File: src/hw/qpcd_pkg.sv
// Purpose: constants and types for the quad pot command decoder
// Assumes: sys_clk at 25 MHz, bus clock at most about 3.1 MHz
// Notes:   How it works list below
//
// How it works
// - command byte: 4-bit register select, 2-bit operation, two data bits (ninth used)
// - operation code decodes to write, read, increment by one, decrement by one
// - increment and decrement accepted only at wiper locations 00h, 01h, 06h, 07h
// - valid select and operation pair is acknowledged on the bus
// - invalid select and operation pair gets a not-acknowledge instead
// - after an invalid pair every command is ignored until a new start
// - write forms nine bits: ninth data bit (zero at 7-bit wipers) above the eight data-byte bits
// - only nine bits stored per location; tenth command-byte bit ignored
// - wiper top bit is ninth data bit on 8-bit parts, data bit 7 on 7-bit
// - nine-bit write lets an 8-bit wiper reach full scale at 100h or above
// - only write and read carry data bytes; increment and decrement are one byte
// - read returns two bytes holding the nine stored bits of the location
// - terminal-control and status locations reject increment and decrement
// - location 05h is read-only status image; write, increment, decrement invalid
// - start or stop in place of a data bit aborts without updating the location
// - continuous sequences: 18n+11 clocks for write or read, 9n+11 for step commands
// - high-voltage select pin at elevated level marks a command high-voltage
// - increment saturates at 100h on 8-bit parts, 80h on 7-bit parts
// - volatile writes commit in the acknowledge slot after each data byte
// - read uses last valid command location; pointer is 00h after reset
package qpcd_pkg;
  localparam logic [3:0] LOC_WIPER_ZERO  = 4'h0;
  localparam logic [3:0] LOC_WIPER_ONE   = 4'h1;
  localparam logic [3:0] LOC_TERM_ZERO   = 4'h4;
  localparam logic [3:0] LOC_STATUS      = 4'h5;
  localparam logic [3:0] LOC_WIPER_TWO   = 4'h6;
  localparam logic [3:0] LOC_WIPER_THREE = 4'h7;
  localparam logic [3:0] LOC_TERM_ONE    = 4'hA;
  localparam logic [3:0] POINTER_RESET   = 4'h0;

  localparam logic [1:0] OP_WRITE = 2'h0;
  localparam logic [1:0] OP_INC   = 2'h1;
  localparam logic [1:0] OP_DEC   = 2'h2;
  localparam logic [1:0] OP_READ  = 2'h3;

  // fixed upper address bits; low two come from pins
  localparam logic [4:0] DEV_ADDR_HIGH = 5'h0B;

  localparam logic [8:0] FULL_SCALE_8BIT = 9'h100;
  localparam logic [8:0] FULL_SCALE_7BIT = 9'h080;
  localparam logic [8:0] WIPER_RESET     = 9'h080;
  localparam logic [8:0] TERM_RESET      = 9'h1FF;
  localparam logic [8:0] STATUS_RESET    = 9'h000;
  localparam logic [8:0] ZERO_SCALE      = 9'h000;

  localparam logic [1:0] STRAP_WAIT = 2'h2;
  localparam logic [2:0] LAST_BIT   = 3'h7;

  typedef enum logic [3:0] {
    ST_IDLE      = 4'h0,
    ST_ADDR      = 4'h1,
    ST_ADDR_ACK  = 4'h3,
    ST_CMD       = 4'h2,
    ST_CMD_ACK   = 4'h6,
    ST_WDATA     = 4'h7,
    ST_WDATA_ACK = 4'h5,
    ST_RDATA     = 4'h4,
    ST_RACK      = 4'hC,
    ST_ERR       = 4'h8
  } qpcd_state_t;
endpackage : qpcd_pkg

File: src/hw/qpcd_bus_if.sv
// Purpose: bus events passed from the line sampler to the decoder
// Assumes: all signals on sys_clk, one-cycle pulses except sdaLevel
// Notes:   none
`timescale 1ns/1ps
interface qpcd_bus_if;
  logic sclRise;
  logic sclFall;
  logic sdaLevel;
  logic startSeen;
  logic stopSeen;
  modport sampler (output sclRise, sclFall, sdaLevel, startSeen, stopSeen);
  modport decoder (input sclRise, sclFall, sdaLevel, startSeen, stopSeen);
endinterface : qpcd_bus_if

File: src/hw/qpcd_line_sampler.sv
// Purpose: synchronise bus clock and data, find edges, start and stop
// Assumes: bus clock slower than sys_clk by at least eight
// Notes:   events lag the pins by about two sys_clk cycles
`timescale 1ns/1ps
module qpcd_line_sampler (
  // clock and reset
  input  wire logic   sys_clk,
  input  wire logic   reset,
  // bus pins
  input  wire logic   sclIn,
  input  wire logic   sdaIn,
  // events
  qpcd_bus_if.sampler bus
);
  // stage 0 feeds stage 1 only; edges look at stages 1 and 2
  logic [2:0] sclPipe;
  logic [2:0] sdaPipe;

  always_ff @(posedge sys_clk) begin
    if (reset) begin
      sclPipe <= 3'h7;
      sdaPipe <= 3'h7;
    end else begin
      sclPipe <= {sclPipe[1:0], sclIn};
      sdaPipe <= {sdaPipe[1:0], sdaIn};
    end
  end

  assign bus.sclRise   = sclPipe[1] & ~sclPipe[2];
  assign bus.sclFall   = ~sclPipe[1] & sclPipe[2];
  assign bus.sdaLevel  = sdaPipe[1];
  assign bus.startSeen = sclPipe[1] & sclPipe[2] & ~sdaPipe[1] & sdaPipe[2];
  assign bus.stopSeen  = sclPipe[1] & sclPipe[2] & sdaPipe[1] & ~sdaPipe[2];
endmodule : qpcd_line_sampler

File: src/hw/qpcd_cmd_decoder.sv
// Purpose: two-wire target that decodes pot commands into wiper and control registers
// Assumes: controller keeps bus clock low for at least four sys_clk cycles
// Notes:   data pin is open drain; sdaOe high pulls the line to sdaOut (always low)
`timescale 1ns/1ps
module qpcd_cmd_decoder #(
  parameter int         WIPER_BITS   = 8,
  parameter logic [8:0] WIPER_INIT   = qpcd_pkg::WIPER_RESET,
  parameter logic [8:0] TERM_INIT    = qpcd_pkg::TERM_RESET,
  parameter logic [8:0] STATUS_IMAGE = qpcd_pkg::STATUS_RESET
) (
  // clock and reset
  input  wire logic       sys_clk,
  input  wire logic       reset,
  // bus pins
  input  wire logic       sclIn,
  input  wire logic       sdaIn,
  output logic            sdaOut,
  output logic            sdaOe,
  // address straps; addrZeroPin shares its pin with high-voltage select
  input  wire logic       addrOnePin,
  input  wire logic       addrZeroPin,
  input  wire logic       elevatedLevel,
  // register contents
  output logic [8:0]      wiperZero,
  output logic [8:0]      wiperOne,
  output logic [8:0]      wiperTwo,
  output logic [8:0]      wiperThree,
  output logic [8:0]      terminalControlZero,
  output logic [8:0]      terminalControlOne,
  // status
  output logic            highVoltageCommand,
  output logic            commandError
);
  qpcd_bus_if bus ();

  qpcd_line_sampler u_sampler (
    .sys_clk (sys_clk),
    .reset   (reset),
    .sclIn   (sclIn),
    .sdaIn   (sdaIn),
    .bus     (bus.sampler)
  );

  localparam logic [8:0] FULL_SCALE = (WIPER_BITS == 7) ? qpcd_pkg::FULL_SCALE_7BIT
                                                        : qpcd_pkg::FULL_SCALE_8BIT;

  qpcd_pkg::qpcd_state_t state;
  qpcd_pkg::qpcd_state_t next_state;

  logic [2:0] pinSyncA;
  logic [2:0] pinSyncB;
  logic [1:0] strapWait;
  logic       addrZeroLatched;
  logic [7:0] shiftReg;
  logic [2:0] bitCnt;
  logic       byteFull;
  logic [3:0] pointer;
  logic [1:0] curOp;
  logic       ninthBit;
  logic       readMode;
  logic       masterAck;
  logic       lowNext;
  logic [7:0] txShift;
  logic       next_sdaOe;
  logic [8:0] regFile [0:15];

  // pins from outside the clock domain: two flops each, stage A read only by B
  always_ff @(posedge sys_clk) begin
    if (reset) begin
      pinSyncA <= 3'h0;
      pinSyncB <= 3'h0;
    end else begin
      pinSyncA <= {elevatedLevel, addrZeroPin, addrOnePin};
      pinSyncB <= pinSyncA;
    end
  end

  wire addrOneSync  = pinSyncB[0];
  wire addrZeroSync = pinSyncB[1];
  wire hvSync       = pinSyncB[2];

  // shared pin is caught once after release, before high-voltage use can move it
  always_ff @(posedge sys_clk) begin
    if (reset) begin
      strapWait       <= 2'h0;
      addrZeroLatched <= 1'b0;
    end else if (strapWait < qpcd_pkg::STRAP_WAIT) begin
      strapWait <= strapWait + 2'h1;
    end else if (strapWait == qpcd_pkg::STRAP_WAIT && state == qpcd_pkg::ST_IDLE) begin
      addrZeroLatched <= addrZeroSync;
      strapWait       <= strapWait + 2'h1;
    end
  end

  // decode of the byte held in the shift register
  wire        rxState = (state == qpcd_pkg::ST_ADDR) || (state == qpcd_pkg::ST_CMD) ||
                        (state == qpcd_pkg::ST_WDATA);
  wire        ackState = (state == qpcd_pkg::ST_ADDR_ACK) || (state == qpcd_pkg::ST_CMD_ACK) ||
                         (state == qpcd_pkg::ST_WDATA_ACK);
  wire        byteEnd = bus.sclFall && byteFull;
  wire        addrHit = shiftReg[7:1] ==
                        {qpcd_pkg::DEV_ADDR_HIGH, addrOneSync, addrZeroLatched};
  wire [3:0]  selField = shiftReg[7:4];
  wire [1:0]  opField  = shiftReg[3:2];
  wire        ninthField = shiftReg[0];

  wire isWiper = (selField == qpcd_pkg::LOC_WIPER_ZERO) ||
                 (selField == qpcd_pkg::LOC_WIPER_ONE) ||
                 (selField == qpcd_pkg::LOC_WIPER_TWO) ||
                 (selField == qpcd_pkg::LOC_WIPER_THREE);
  wire isTerm  = (selField == qpcd_pkg::LOC_TERM_ZERO) ||
                 (selField == qpcd_pkg::LOC_TERM_ONE);
  wire isStatus = (selField == qpcd_pkg::LOC_STATUS);
  wire stepOp  = (opField == qpcd_pkg::OP_INC) || (opField == qpcd_pkg::OP_DEC);
  wire cmdValid = (stepOp && isWiper) ||
                  (opField == qpcd_pkg::OP_WRITE && (isWiper || isTerm)) ||
                  (opField == qpcd_pkg::OP_READ && (isWiper || isTerm || isStatus));

  // write value built from the saved ninth bit and the data byte
  wire        pointWiper = (pointer == qpcd_pkg::LOC_WIPER_ZERO) ||
                           (pointer == qpcd_pkg::LOC_WIPER_ONE) ||
                           (pointer == qpcd_pkg::LOC_WIPER_TWO) ||
                           (pointer == qpcd_pkg::LOC_WIPER_THREE);
  wire        sevenBitTop = (WIPER_BITS == 7) && pointWiper;
  wire [8:0]  writeValue = sevenBitTop ? {1'b0, shiftReg}
                                       : {ninthBit, shiftReg};
  wire [8:0]  curValue = regFile[pointer];
  wire [8:0]  incValue = (curValue >= FULL_SCALE) ? curValue
                                                  : curValue + 9'h001;
  wire [8:0]  decValue = (curValue == qpcd_pkg::ZERO_SCALE) ? curValue
                                                            : curValue - 9'h001;
  wire [7:0]  readHigh = {6'h00, 1'b0, curValue[8]};
  wire [7:0]  readLow  = curValue[7:0];
  wire [7:0]  loadByte = lowNext ? readLow : readHigh;

  // commit strobes fall on the rising clock of the acknowledge slot
  wire ackRise    = bus.sclRise && ackState && !bus.startSeen && !bus.stopSeen;
  wire dataCommit = ackRise && (state == qpcd_pkg::ST_WDATA_ACK);
  wire stepCommit = ackRise && (state == qpcd_pkg::ST_CMD_ACK) &&
                    (curOp == qpcd_pkg::OP_INC || curOp == qpcd_pkg::OP_DEC);
  wire cmdTaken   = byteEnd && state == qpcd_pkg::ST_CMD && cmdValid;

  // state sequencing and data line drive
  always_comb begin
    next_state = state;
    next_sdaOe = sdaOe;
    if (bus.startSeen) begin
      next_state = qpcd_pkg::ST_ADDR;
      next_sdaOe = 1'b0;
    end else if (bus.stopSeen) begin
      next_state = (state == qpcd_pkg::ST_ERR) ? qpcd_pkg::ST_ERR
                                               : qpcd_pkg::ST_IDLE;
      next_sdaOe = 1'b0;
    end else begin
      case (state)
        qpcd_pkg::ST_ADDR: begin
          if (byteEnd) begin
            next_state = addrHit ? qpcd_pkg::ST_ADDR_ACK : qpcd_pkg::ST_IDLE;
            next_sdaOe = addrHit;
          end
        end
        qpcd_pkg::ST_CMD: begin
          if (byteEnd) begin
            next_state = cmdValid ? qpcd_pkg::ST_CMD_ACK : qpcd_pkg::ST_ERR;
            next_sdaOe = cmdValid;
          end
        end
        qpcd_pkg::ST_WDATA: begin
          if (byteEnd) begin
            next_state = qpcd_pkg::ST_WDATA_ACK;
            next_sdaOe = 1'b1;
          end
        end
        qpcd_pkg::ST_ADDR_ACK: begin
          if (bus.sclFall) begin
            next_state = readMode ? qpcd_pkg::ST_RDATA : qpcd_pkg::ST_CMD;
            next_sdaOe = readMode && !loadByte[7];
          end
        end
        qpcd_pkg::ST_CMD_ACK: begin
          if (bus.sclFall) begin
            next_state = (curOp == qpcd_pkg::OP_WRITE) ? qpcd_pkg::ST_WDATA
                                                       : qpcd_pkg::ST_CMD;
            next_sdaOe = 1'b0;
          end
        end
        qpcd_pkg::ST_WDATA_ACK: begin
          if (bus.sclFall) begin
            next_state = qpcd_pkg::ST_CMD;
            next_sdaOe = 1'b0;
          end
        end
        qpcd_pkg::ST_RDATA: begin
          if (byteEnd) begin
            next_state = qpcd_pkg::ST_RACK;
            next_sdaOe = 1'b0;
          end else if (bus.sclFall) begin
            next_sdaOe = !txShift[6];
          end
        end
        qpcd_pkg::ST_RACK: begin
          if (bus.sclFall) begin
            next_state = masterAck ? qpcd_pkg::ST_RDATA : qpcd_pkg::ST_IDLE;
            next_sdaOe = masterAck && !loadByte[7];
          end
        end
        qpcd_pkg::ST_ERR: begin
          next_sdaOe = 1'b0;
        end
        default: begin
          next_sdaOe = 1'b0;
        end
      endcase
    end
  end

  always_ff @(posedge sys_clk) begin
    if (reset) begin
      state  <= qpcd_pkg::ST_IDLE;
      sdaOe  <= 1'b0;
      sdaOut <= 1'b0;
    end else begin
      state  <= next_state;
      sdaOe  <= next_sdaOe;
      sdaOut <= 1'b0;
    end
  end

  // bit counter and receive shifter; abort by start or stop restarts the count
  always_ff @(posedge sys_clk) begin
    if (reset || bus.startSeen || bus.stopSeen) begin
      bitCnt   <= 3'h0;
      byteFull <= 1'b0;
      shiftReg <= 8'h00;
    end else if (bus.sclRise && (rxState || state == qpcd_pkg::ST_RDATA)) begin
      bitCnt   <= bitCnt + 3'h1;
      byteFull <= (bitCnt == qpcd_pkg::LAST_BIT);
      if (rxState) begin
        shiftReg <= {shiftReg[6:0], bus.sdaLevel};
      end
    end else if (bus.sclFall) begin
      byteFull <= 1'b0;
    end
  end

  // transmit shifter loaded as the data line is first driven
  always_ff @(posedge sys_clk) begin
    if (reset) begin
      txShift <= 8'h00;
      lowNext <= 1'b0;
    end else if (bus.startSeen) begin
      lowNext <= 1'b0;
    end else if (bus.sclFall && next_state == qpcd_pkg::ST_RDATA &&
                 state != qpcd_pkg::ST_RDATA) begin
      txShift <= loadByte;
      lowNext <= !lowNext;
    end else if (bus.sclFall && state == qpcd_pkg::ST_RDATA) begin
      txShift <= {txShift[6:0], 1'b0};
    end
  end

  // transfer direction, controller acknowledge and command fields
  always_ff @(posedge sys_clk) begin
    if (reset) begin
      readMode  <= 1'b0;
      masterAck <= 1'b0;
      curOp     <= qpcd_pkg::OP_WRITE;
      ninthBit  <= 1'b0;
    end else begin
      if (byteEnd && state == qpcd_pkg::ST_ADDR) begin
        readMode <= shiftReg[0];
      end
      if (bus.sclRise && state == qpcd_pkg::ST_RACK) begin
        masterAck <= !bus.sdaLevel;
      end
      if (cmdTaken) begin
        curOp    <= opField;
        ninthBit <= ninthField;
      end
    end
  end

  // pointer survives stop and repeated start
  always_ff @(posedge sys_clk) begin
    if (reset) begin
      pointer <= qpcd_pkg::POINTER_RESET;
    end else if (cmdTaken) begin
      pointer <= selField;
    end
  end

  // command flags: high-voltage state and rejection seen
  always_ff @(posedge sys_clk) begin
    if (reset) begin
      highVoltageCommand <= 1'b0;
      commandError       <= 1'b0;
    end else begin
      if (byteEnd && state == qpcd_pkg::ST_CMD) begin
        highVoltageCommand <= hvSync;
      end
      if (byteEnd && state == qpcd_pkg::ST_CMD && !cmdValid) begin
        commandError <= 1'b1;
      end else if (bus.startSeen) begin
        commandError <= 1'b0;
      end
    end
  end

  // location storage; status image is never written
  always_ff @(posedge sys_clk) begin
    if (reset) begin
      for (int i = 0; i < 16; i++) begin
        regFile[i] <= qpcd_pkg::ZERO_SCALE;
      end
      regFile[qpcd_pkg::LOC_WIPER_ZERO]  <= WIPER_INIT;
      regFile[qpcd_pkg::LOC_WIPER_ONE]   <= WIPER_INIT;
      regFile[qpcd_pkg::LOC_WIPER_TWO]   <= WIPER_INIT;
      regFile[qpcd_pkg::LOC_WIPER_THREE] <= WIPER_INIT;
      regFile[qpcd_pkg::LOC_TERM_ZERO]   <= TERM_INIT;
      regFile[qpcd_pkg::LOC_TERM_ONE]    <= TERM_INIT;
      regFile[qpcd_pkg::LOC_STATUS]      <= STATUS_IMAGE;
    end else if (dataCommit) begin
      regFile[pointer] <= writeValue;
    end else if (stepCommit) begin
      regFile[pointer] <= (curOp == qpcd_pkg::OP_INC) ? incValue : decValue;
    end
  end

  assign wiperZero           = regFile[qpcd_pkg::LOC_WIPER_ZERO];
  assign wiperOne            = regFile[qpcd_pkg::LOC_WIPER_ONE];
  assign wiperTwo            = regFile[qpcd_pkg::LOC_WIPER_TWO];
  assign wiperThree          = regFile[qpcd_pkg::LOC_WIPER_THREE];
  assign terminalControlZero = regFile[qpcd_pkg::LOC_TERM_ZERO];
  assign terminalControlOne  = regFile[qpcd_pkg::LOC_TERM_ONE];
endmodule : qpcd_cmd_decoder

File: config.mk
export PLATFORM = sky130hd
export DESIGN_NAME = qpcd_cmd_decoder
export DESIGN_NICKNAME = d
export VERILOG_FILES = /design/src/hw/qpcd_pkg.sv /design/src/hw/qpcd_bus_if.sv /design/src/hw/qpcd_line_sampler.sv /design/src/hw/qpcd_cmd_decoder.sv
export SDC_FILE = /design/constraint.sdc
export NUM_CORES = 1
export LEC_CHECK = 0
export BUFFER_PORTS_ARGS = -buffer_cell sky130_fd_sc_hd__clkbuf_2
export CAP_MARGIN = 10
export CORE_MARGIN = 2
export CORE_UTILIZATION = 35
export DETAILED_ROUTE_END_ITERATION = 8
export GPL_ROUTABILITY_DRIVEN = 0
export PLACE_DENSITY = 0.55
export SLEW_MARGIN = 20
export SYNTH_ARGS = -nofsm -noshare
export SYNTH_HDL_FRONTEND = slang
export SYNTH_SLANG_ARGS = --single-unit
File: constraint.sdc
create_clock -name sys_clk -period 5 [get_ports sys_clk]
set_clock_uncertainty 0.15 [all_clocks]
set_input_delay 0.5 -clock sys_clk [delete_from_list [all_inputs] [get_ports sys_clk]]
set_output_delay 0.5 -clock sys_clk [all_outputs]
set_load 0.01 [all_outputs]
==> results of run 1 <==
flip-flops by register name, summed over array words and instances (netlist names), 2 cells and up, named ones only:
register,cells
regFile,144
shiftReg,8
txShift,7
pointer,4
state,4
bitCnt,3
pinSyncA,3
pinSyncB,3
u_sampler.sclPipe,3
u_sampler.sdaPipe,3
curOp,2
strapWait,2
through the flow:
| step | hold slack, ns | power, mW | setup WS (ns) |
|---|---|---|---|
| 2_1_floorplan | 0.239 | 2.05 | 1.51 |
| 3_3_place_gp | 0.246 | 2.13 | 0.700 |
| 3_5_place_dp | 0.243 | 2.13 | 0.752 |
| 4_1_cts | 0.0866 | 3.60 | 0.709 |
| 5_1_grt | 0.0820 | 3.70 | 0.395 |
| 6_report | 0.0942 | 3.58 | 0.664 |
final cells by class:
type | count | area share, %
Clock inverter | 15 | 1.97
Clock buffer | 17 | 3.84
Multi-Input combinational cell | 580 | 35.5
Tap cell | 372 | 4.21
Inverter | 14 | 0.475
Timing Repair Buffer | 94 | 4.95
Sequential cell | 199 | 49.0
worst max-delay path by stage:
stage,slack [ns],end,start
detailed placement,0.75,regFile[1][7],flop
CTS,0.71,regFile[1][7],flop
floorplan,1.51,regFile[11][8],flop
finish,0.66,regFile[6][7],flop
global placement,0.70,regFile[6][7],flop
global route,0.40,regFile[10][4],flop
kinds of logic after synthesis:
group           share of synthesized area (%)
flops                                    55.9
xor+xnor                                0.722
simple gates                             19.8
fa+ha+maj                                1.29
other cells                            0.0386
compound gates                           7.76
buf+inv                                  3.66
mux                                      10.8
synth_stat cells, types with 3 or more instances:
master    count  share of area (%)
dfxtp_1      55                 11
and4_1        3               0.27
clkbuf_1     28                1.1
buf_4         4               0.31
nor2_1      151                5.8
buf_6         5               0.58
nor4_1        7               0.45
inv_1        14               0.54
a31oi_1       3               0.19
nor3_1       16               0.83
nand3_1      28                1.4
or2_2         9               0.58
nor3b_1       4               0.31
nand2b_1     29                1.9
ha_1         10                1.3
buf_1         3               0.12
a21o_1        8               0.62
nand4_1       8               0.52
o31a_1        3               0.27
mux2i_1      29                3.0
or3_1         4               0.26
a21oi_1      28                1.4
o211ai_1      6               0.46
edfxtp_1    144                 45
nor2b_1      22                1.4
o21ai_0      10               0.52
mux4_2       30                7.0
buf_2        13               0.67
nand3b_1      4               0.31
a22oi_1       7               0.54
xnor2_1       8               0.72
and2_1        6               0.39
nand2_2       4               0.26
and3_1        6               0.39
o22ai_1       5               0.32
nor2_2       18                1.2
nand2_1      63                2.4
metal layers:
metal  wire length [µm]  track usage (%)  part of all wire (%)
met5                  0                0                     0
met3               1470             4.05                   5.2
met2              13900             33.7                    50
met1              12000             25.5                    43
met4                630             6.28                   2.2
power groups by stage:
stage	sequential [mW]	combinational, mW	clock [mW]
6_report	1.85	0.243	1.48
5_1_grt	1.86	0.265	1.58
4_1_cts	1.85	0.242	1.51
3_5_place_dp	1.89	0.241	0
3_3_place_gp	1.89	0.239	0
2_1_floorplan	1.88	0.173	0
==> flow_summary.toml, run 1 <==
[status]
run_status = "finished, final reports clean"

[final_layout]
finalNetCount = 923
commonest_non_fill_non_tap_cell_in_the_layout = "nor2_1"
layoutNonFillerInstCount = 1291
design_area_um2 = 11100
drive_above_1_share_pct = 22.6
final_cell_mix = "nor2_1, edfxtp_1, nand2_1, clkbuf_2, dfxtp_1"
fin_util_pct = 40.8
footprint_of_the_multi_input_gates_um2 = 3930
total_of_fill_cells_in_the_finished_design = 2637
sequential_cell_area_um2 = 5430
syn_to_final_growth_pct = 14.0
antenna_cells_inserted = 0

[synth]
netlist_instances = 848
syn_nets = 865
synth.yosys.warnings = 0
yosys_register_bits = 199
synth_flop_cell = "edfxtp_1"
area_of_the_mapped_netlist_um2 = 9700
ys_async_sr_fraction_pct = 0
netlist-cell-type-count = 76
yosysSeqAreaShare_pct = 55.9
synth_enable_flop_cells = 144
avgSynthCellArea_um2 = 11.4

[timing]
hold_violations = 0
timing.final.max_slew_violations = 0
timing.max_slew.rel_slack_pct = 35.1
achievable-frequency_mhz = 231
setup_violations = 0
fin_setup_tns_ns = 0
unrepaired_setup_endpoints_after_global_routing = "false"
post-route-period-util_pct = 86.7
worstMarginPinSlew_ns = 0.972
final_period_minus_worst_setup_slack_ns = 4.34

[cts]
ctsResizeCount = 0
cts_max_path_buffers = 2
postCtsHoldBufs = 0
cts_buffer_count = 17
worst_setup_hold_path_clk_slew_ns = 0.08
cts_root_buf = "clkbuf_16"
postCtsSetupRepairBufs = 0
insertion_delay_ns = 0.45
clock_tree.htree_level_count = 4
clock_tree_from_tritoncts = "yes"
cts_sinks = 199

[grt]
grt_pass1_wl_um = 42500
grt_overflow = 0
first_global_vias = 6825
grt_start_max_net_pins = 57
grt_antenna_before_repair = 0
grt.total_usage_pct = 19.9

[pwr]
net-switching-power_mw = 0.967
leakagePower_nw = 3.69
swShare_pct = 27.0
worst_ir_drop_vdd_uv = 253
cellPowerDensity_nw_per_um2 = 323
combinationalPowerShare_pct = 6.8
seqPwrFrac_pct = 51.8
intPower_mw = 2.61
clockPowerShare_pct = 41.4

[route]
drt_wl_cell_um = 21.7
remaining_drc_errors = 0
detailedRoute.firstIterationViolations = 575
antenna_violating_nets_post_route = 0
avgViaCountPerCell = 5.36
dr_total_vias = 6917
drt_first_pass_iters = 5
route.final.wire_length_um = 28000

[setup_path]
cp.arrival_ns = 4.34
critPathMostFrequentCell = "buf_4"
crit_path_max_fanout = 18
timing.critical_path.buf_inv = 3
critical_path.startpoint_type = "flop"
stage_delay_of_the_slowest_cell_on_the_critical_path_ns = 0.97
crit_path_end_kind = "flop"
crit-reg2reg-capture = "regFile[6][7]"
reg2reg_depth = 13
cp_data_required_time_ns = 5.00
largest_delay_contributor_family_on_the_critical_path = "simple AND/OR/NAND/NOR gates"
timing.reg2reg.setup_slack_ns = 0.66
master_of_the_slowest_instance_on_the_critical_path = "dfxtp_1"
worst_path_cell_trace = "buf_4 > nor2b_1 > a22oi_2 > nand2_2 > inv_1 > ha_1 > and3_1 > o211ai_1 > nand2b_1 > o221a_1 > nor3_2 > buf_4 > nand3_1"
worstSetupPathType = "reg2reg"
worst-path-stages = 13

[floorplan]
die_h_um = 171
dieWidth_um = 171
core_area_um2 = 27100
design.die.area_um2 = 29100
rows = 60
initial_utilization_pct = 35.8
io_pins = 65

[worst_hold_path]
holdPathStages = 2
classification_of_the_worst_slack_hold_path = "in2reg"
hp-start = "sclIn"
holdPathEnd = "u_sampler.sclPipe[0]"

[run]
max-cap-violations = 0

[placed_design]
hpwl_um = 19600
numPortBuffers = 63
placed_area_um2 = 10400
placed_cells_incl_taps = 1259
No activity file was read; power rests on OpenSTA's default activity.
==> inputs of run 2 (changes only) <==
Settings changed: BUFFER_PORTS_ARGS -buffer_cell sky130_fd_sc_hd__clkbuf_2 to -buffer_cell sky130_fd_sc_hd__buf_2, CORE_UTILIZATION 35 to 40, PLACE_DENSITY 0.55 to 0.61.
==> flow_summary.toml, run 2 (synthesis gave the netlist of run 1 again) <==
[floorplan]
io_pins = 65
dieWidth_um = 160
die_h_um = 160
core_area_um2 = 24000
design.die.area_um2 = 25500
initial_utilization_pct = 40.4
rows = 57

[cts]
postCtsHoldBufs = 0
cts_root_buf = "clkbuf_16"
ctsResizeCount = 0
cts_max_path_buffers = 2
cts_sinks = 199
clock_tree_from_tritoncts = "yes"
postCtsSetupRepairBufs = 0
worst_setup_hold_path_clk_slew_ns = 0.08
insertion_delay_ns = 0.45
clock_tree.htree_level_count = 4
cts_buffer_count = 17

[pwr]
leakagePower_nw = 3.63
cellPowerDensity_nw_per_um2 = 315
combinationalPowerShare_pct = 6.8
net-switching-power_mw = 0.871
finalPower_mw = 3.43
intPower_mw = 2.56
seqPwrFrac_pct = 54.2
worst_ir_drop_vdd_uv = 234
clockPowerShare_pct = 39.1
swShare_pct = 25.4

[route]
detailedRoute.firstIterationViolations = 735
remaining_drc_errors = 0
dr_total_vias = 6977
drt_first_pass_iters = 5
antenna_violating_nets_post_route = 0
route.final.wire_length_um = 27600
avgViaCountPerCell = 5.62
drt_wl_cell_um = 22.2

[grt]
grt.total_usage_pct = 21.9
grt_start_max_net_pins = 57
first_global_vias = 6894
grt_antenna_before_repair = 0
grt_overflow = 0
grt_pass1_wl_um = 42000

[final_layout]
total_of_fill_cells_in_the_finished_design = 2265
antenna_cells_inserted = 0
commonest_non_fill_non_tap_cell_in_the_layout = "nor2_1"
top_register = "regFile"
biggestRegsByFlops = "regFile (144), shiftReg (8), txShift (7)"
finalNetCount = 921
design_area_um2 = 10900
syn_to_final_growth_pct = 12.4
layoutNonFillerInstCount = 1241
fin_util_pct = 45.4
largest_register_ff_count = 144
final_cell_mix = "nor2_1, edfxtp_1, nand2_1, buf_2, dfxtp_1"
drive_above_1_share_pct = 22.4

[setup_path]
critical_path.startpoint_type = "flop"
worstSetupPathType = "reg2reg"
cp.arrival_ns = 4.48
crit_path_end_kind = "flop"
cp_data_required_time_ns = 5.15
crit_path_max_fanout = 18

[timing]
final_period_minus_worst_setup_slack_ns = 4.33
post-route-period-util_pct = 86.6
hold_ws_ns = 0.0785
unrepaired_setup_endpoints_after_global_routing = "false"
timing.final.max_slew_violations = 0
setup_violations = 0
fin_setup_tns_ns = 0
worst_setup_margin_ns = 0.670
timing.max_slew.rel_slack_pct = 29.9
hold_violations = 0
achievable-frequency_mhz = 231
worstMarginPinSlew_ns = 1.05

[worst_hold_path]
classification_of_the_worst_slack_hold_path = "in2reg"

[placed_design]
numPortBuffers = 63
place_worst_setup_slack_ns = 0.730
hpwl_um = 19300
placed_area_um2 = 10300
placed_cells_incl_taps = 1209

[status]
run_status = "finished, final reports clean"

[run]
max-cap-violations = 0
run 2: changes by cell type in the layout (fill, tap and decap cells not counted), moves of 2 or more:
cell,previous run,this run
inv_12,5,0
clkinv_8,5,1
buf_2,0,63
inv_6,2,5
clkbuf_2,63,0
buf_4,31,29
inv_8,0,4
run 2: layout make-up:
| type | count | area, µm² | share of cell area (%) |
|---|---|---|---|
| well taps | 324 | 405 | 3.72 |
| repair buffers | 92 | 533 | 4.89 |
| clock buffers | 17 | 425 | 3.90 |
| flip-flops and latches | 199 | 5430 | 49.7 |
| clock inverters | 15 | 135 | 1.24 |
| inverters | 14 | 52.6 | 0.482 |
| multi-input cells | 580 | 3930 | 36.0 |
run 2: per-layer routing:
metal  GRT usage [%]  wire length [µm]  part of all wire, %  up-vias
li1                -                 -                    -     3200
met1            30.7             12400                   45     3482
met2            35.5             13100                   48      269
met3            3.17              1550                  5.6       26
met4            6.65               492                  1.8        0
met5               0                 0                    0        -
run 2: power by group through the flow:
| stage | logic (mW) | clock network, mW | registers (mW) |
|---|---|---|---|
| floorplan | 0.173 | 0 | 1.88 |
| global placement | 0.229 | 0 | 1.90 |
| detailed placement | 0.230 | 0 | 1.90 |
| CTS | 0.232 | 1.36 | 1.86 |
| global route | 0.258 | 1.42 | 1.86 |
| finish | 0.232 | 1.34 | 1.86 |
run 2: worst paths after layout:
kind | from | end | slack, ns | depth (start not counted)
max | flop | regFile[6][8] | 0.67 | 12
min | sclIn | u_sampler.sclPipe[0] | 0.08 | 2
max reg2reg | flop | regFile[6][8] | 0.67 | 12
min reg2reg | u_sampler.sclPipe[0] | u_sampler.sclPipe[1] | 0.26 | 1
run 2: critical path, cell delays in order, from the launching register on:
cell	delay [ns]
dfxtp_1	0.93
nor2b_1	0.11
a221oi_1	0.60
a21oi_1	0.17
o21ai_0	0.57
nand4_1	0.26
or3b_2	0.51
ha_1	0.18
nand2b_1	0.13
o311ai_0	0.12
o21ai_1	0.13
buf_4	0.23
nor2_1	0.11
==> inputs of run 3 (changes only) <==
Settings changed: ABC_CLOCK_PERIOD_IN_PS set to 5000, CTS_BUF_LIST set to sky130_fd_sc_hd__clkbuf_8.
==> flow_summary.toml, run 3 (synthesis gave the netlist of run 1 again) <==
[status]
run_status = "finished, final reports clean"

[floorplan]
initial_utilization_pct = 40.4
design.die.area_um2 = 25500
io_pins = 65
die_h_um = 160
dieWidth_um = 160
core_area_um2 = 24000
rows = 57

[cts]
postCtsHoldBufs = 0
cts_buffer_count = 17
ctsResizeCount = 0
insertion_delay_ns = 0.48
cts_sinks = 199
worst_setup_hold_path_clk_slew_ns = 0.11
clock_tree_from_tritoncts = "yes"
cts_max_path_buffers = 2
clock_tree.htree_level_count = 4
postCtsSetupRepairBufs = 0
cts_root_buf = "clkbuf_8"

[grt]
first_global_vias = 6843
grt_start_max_net_pins = 57
grt_antenna_before_repair = 0
grt_pass1_wl_um = 41800
grt_overflow = 0
grt.total_usage_pct = 21.8

[setup_path]
reg2reg_depth = 12
crit_path_end_kind = "flop"
crit_path_max_fanout = 16
worstSetupPathType = "reg2reg"
cp_data_required_time_ns = 5.17
critical_path.startpoint_type = "flop"
cp.arrival_ns = 4.52

[placed_design]
hpwl_um = 19300
numPortBuffers = 63
place_worst_setup_slack_ns = 0.730
placed_cells_incl_taps = 1209
placed_area_um2 = 10300

[route]
avgViaCountPerCell = 5.60
detailedRoute.firstIterationViolations = 760
dr_total_vias = 6953
antenna_violating_nets_post_route = 0
route.final.wire_length_um = 27500
drt_wl_cell_um = 22.2
drt_first_pass_iters = 5
remaining_drc_errors = 0

[final_layout]
total_of_fill_cells_in_the_finished_design = 2277
commonest_non_fill_non_tap_cell_in_the_layout = "nor2_1"
fin_util_pct = 44.6
largest_register_ff_count = 144
antenna_cells_inserted = 0
biggestRegsByFlops = "regFile (144), shiftReg (8), txShift (7)"
finalNetCount = 921
layoutNonFillerInstCount = 1241
design_area_um2 = 10700
final_cell_mix = "nor2_1, edfxtp_1, nand2_1, buf_2, dfxtp_1"
top_register = "regFile"
syn_to_final_growth_pct = 10.4
drive_above_1_share_pct = 22.4

[timing]
final_period_minus_worst_setup_slack_ns = 4.35
worst_setup_margin_ns = 0.654
achievable-frequency_mhz = 230
unrepaired_setup_endpoints_after_global_routing = "false"
worstMarginPinSlew_ns = 1.05
fin_setup_tns_ns = 0
setup_violations = 0
post-route-period-util_pct = 86.9
timing.max_slew.rel_slack_pct = 30.2
hold_violations = 0
timing.final.max_slew_violations = 0
hold_ws_ns = 0.0458

[run]
max-cap-violations = 0

[worst_hold_path]
hp-start = "sclIn"
holdPathStages = 2
classification_of_the_worst_slack_hold_path = "in2reg"

[pwr]
cellPowerDensity_nw_per_um2 = 289
finalPower_mw = 3.10
leakagePower_nw = 3.54
worst_ir_drop_vdd_uv = 209
run 3: cell counts in the layout (fill, tap and decap cells not counted):
Identical to the previous run, type by type.
run 3: layout make-up:
type                            instances  area [µm²]  area share (%)
Inverter                               14        52.6           0.490
Timing Repair Buffer                   92         533            4.97
Sequential cell                       199        5430            50.6
Clock buffer                           17         234            2.18
Multi-Input combinational cell        580        3930            36.7
Clock inverter                         15         135            1.26
Tap cell                              324         405            3.78
run 3: worst paths after layout:
| kind | end | slack, ns |
|---|---|---|
| worst max register to register | regFile[3][8] | 0.65 |
| worst max-delay path | regFile[3][8] | 0.65 |
| worst min register to register | u_sampler.sclPipe[1] | 0.27 |
| worst min-delay path | u_sampler.sclPipe[0] | 0.05 |
run 3: metal layers:
metal / global-route usage [%] / routed length (µm)
met4: 5.99 / 473
met2: 35.5 / 13100
met3: 3.71 / 1690
met5: 0 / 0
met1: 30.2 / 12200
run 3: power breakdown:
group | switching, mW | internal (mW) | leakage, nW
sequential | 0.0443 | 1.81 | 1.86
clock | 0.639 | 0.367 | 0.186
combinational | 0.144 | 0.0878 | 1.50
run 3: worst max-delay path, stage by stage, from the launching register on:
cell and delay (ns):
dfxtp_1 0.87, mux2i_1 0.22, a221oi_1 0.58, a21oi_1 0.16
o21ai_0 0.56, nand4_1 0.25, or3b_2 0.51, ha_1 0.18
nand2b_1 0.13, o311ai_0 0.12, o21ai_1 0.13, buf_4 0.23
nor2_1 0.11
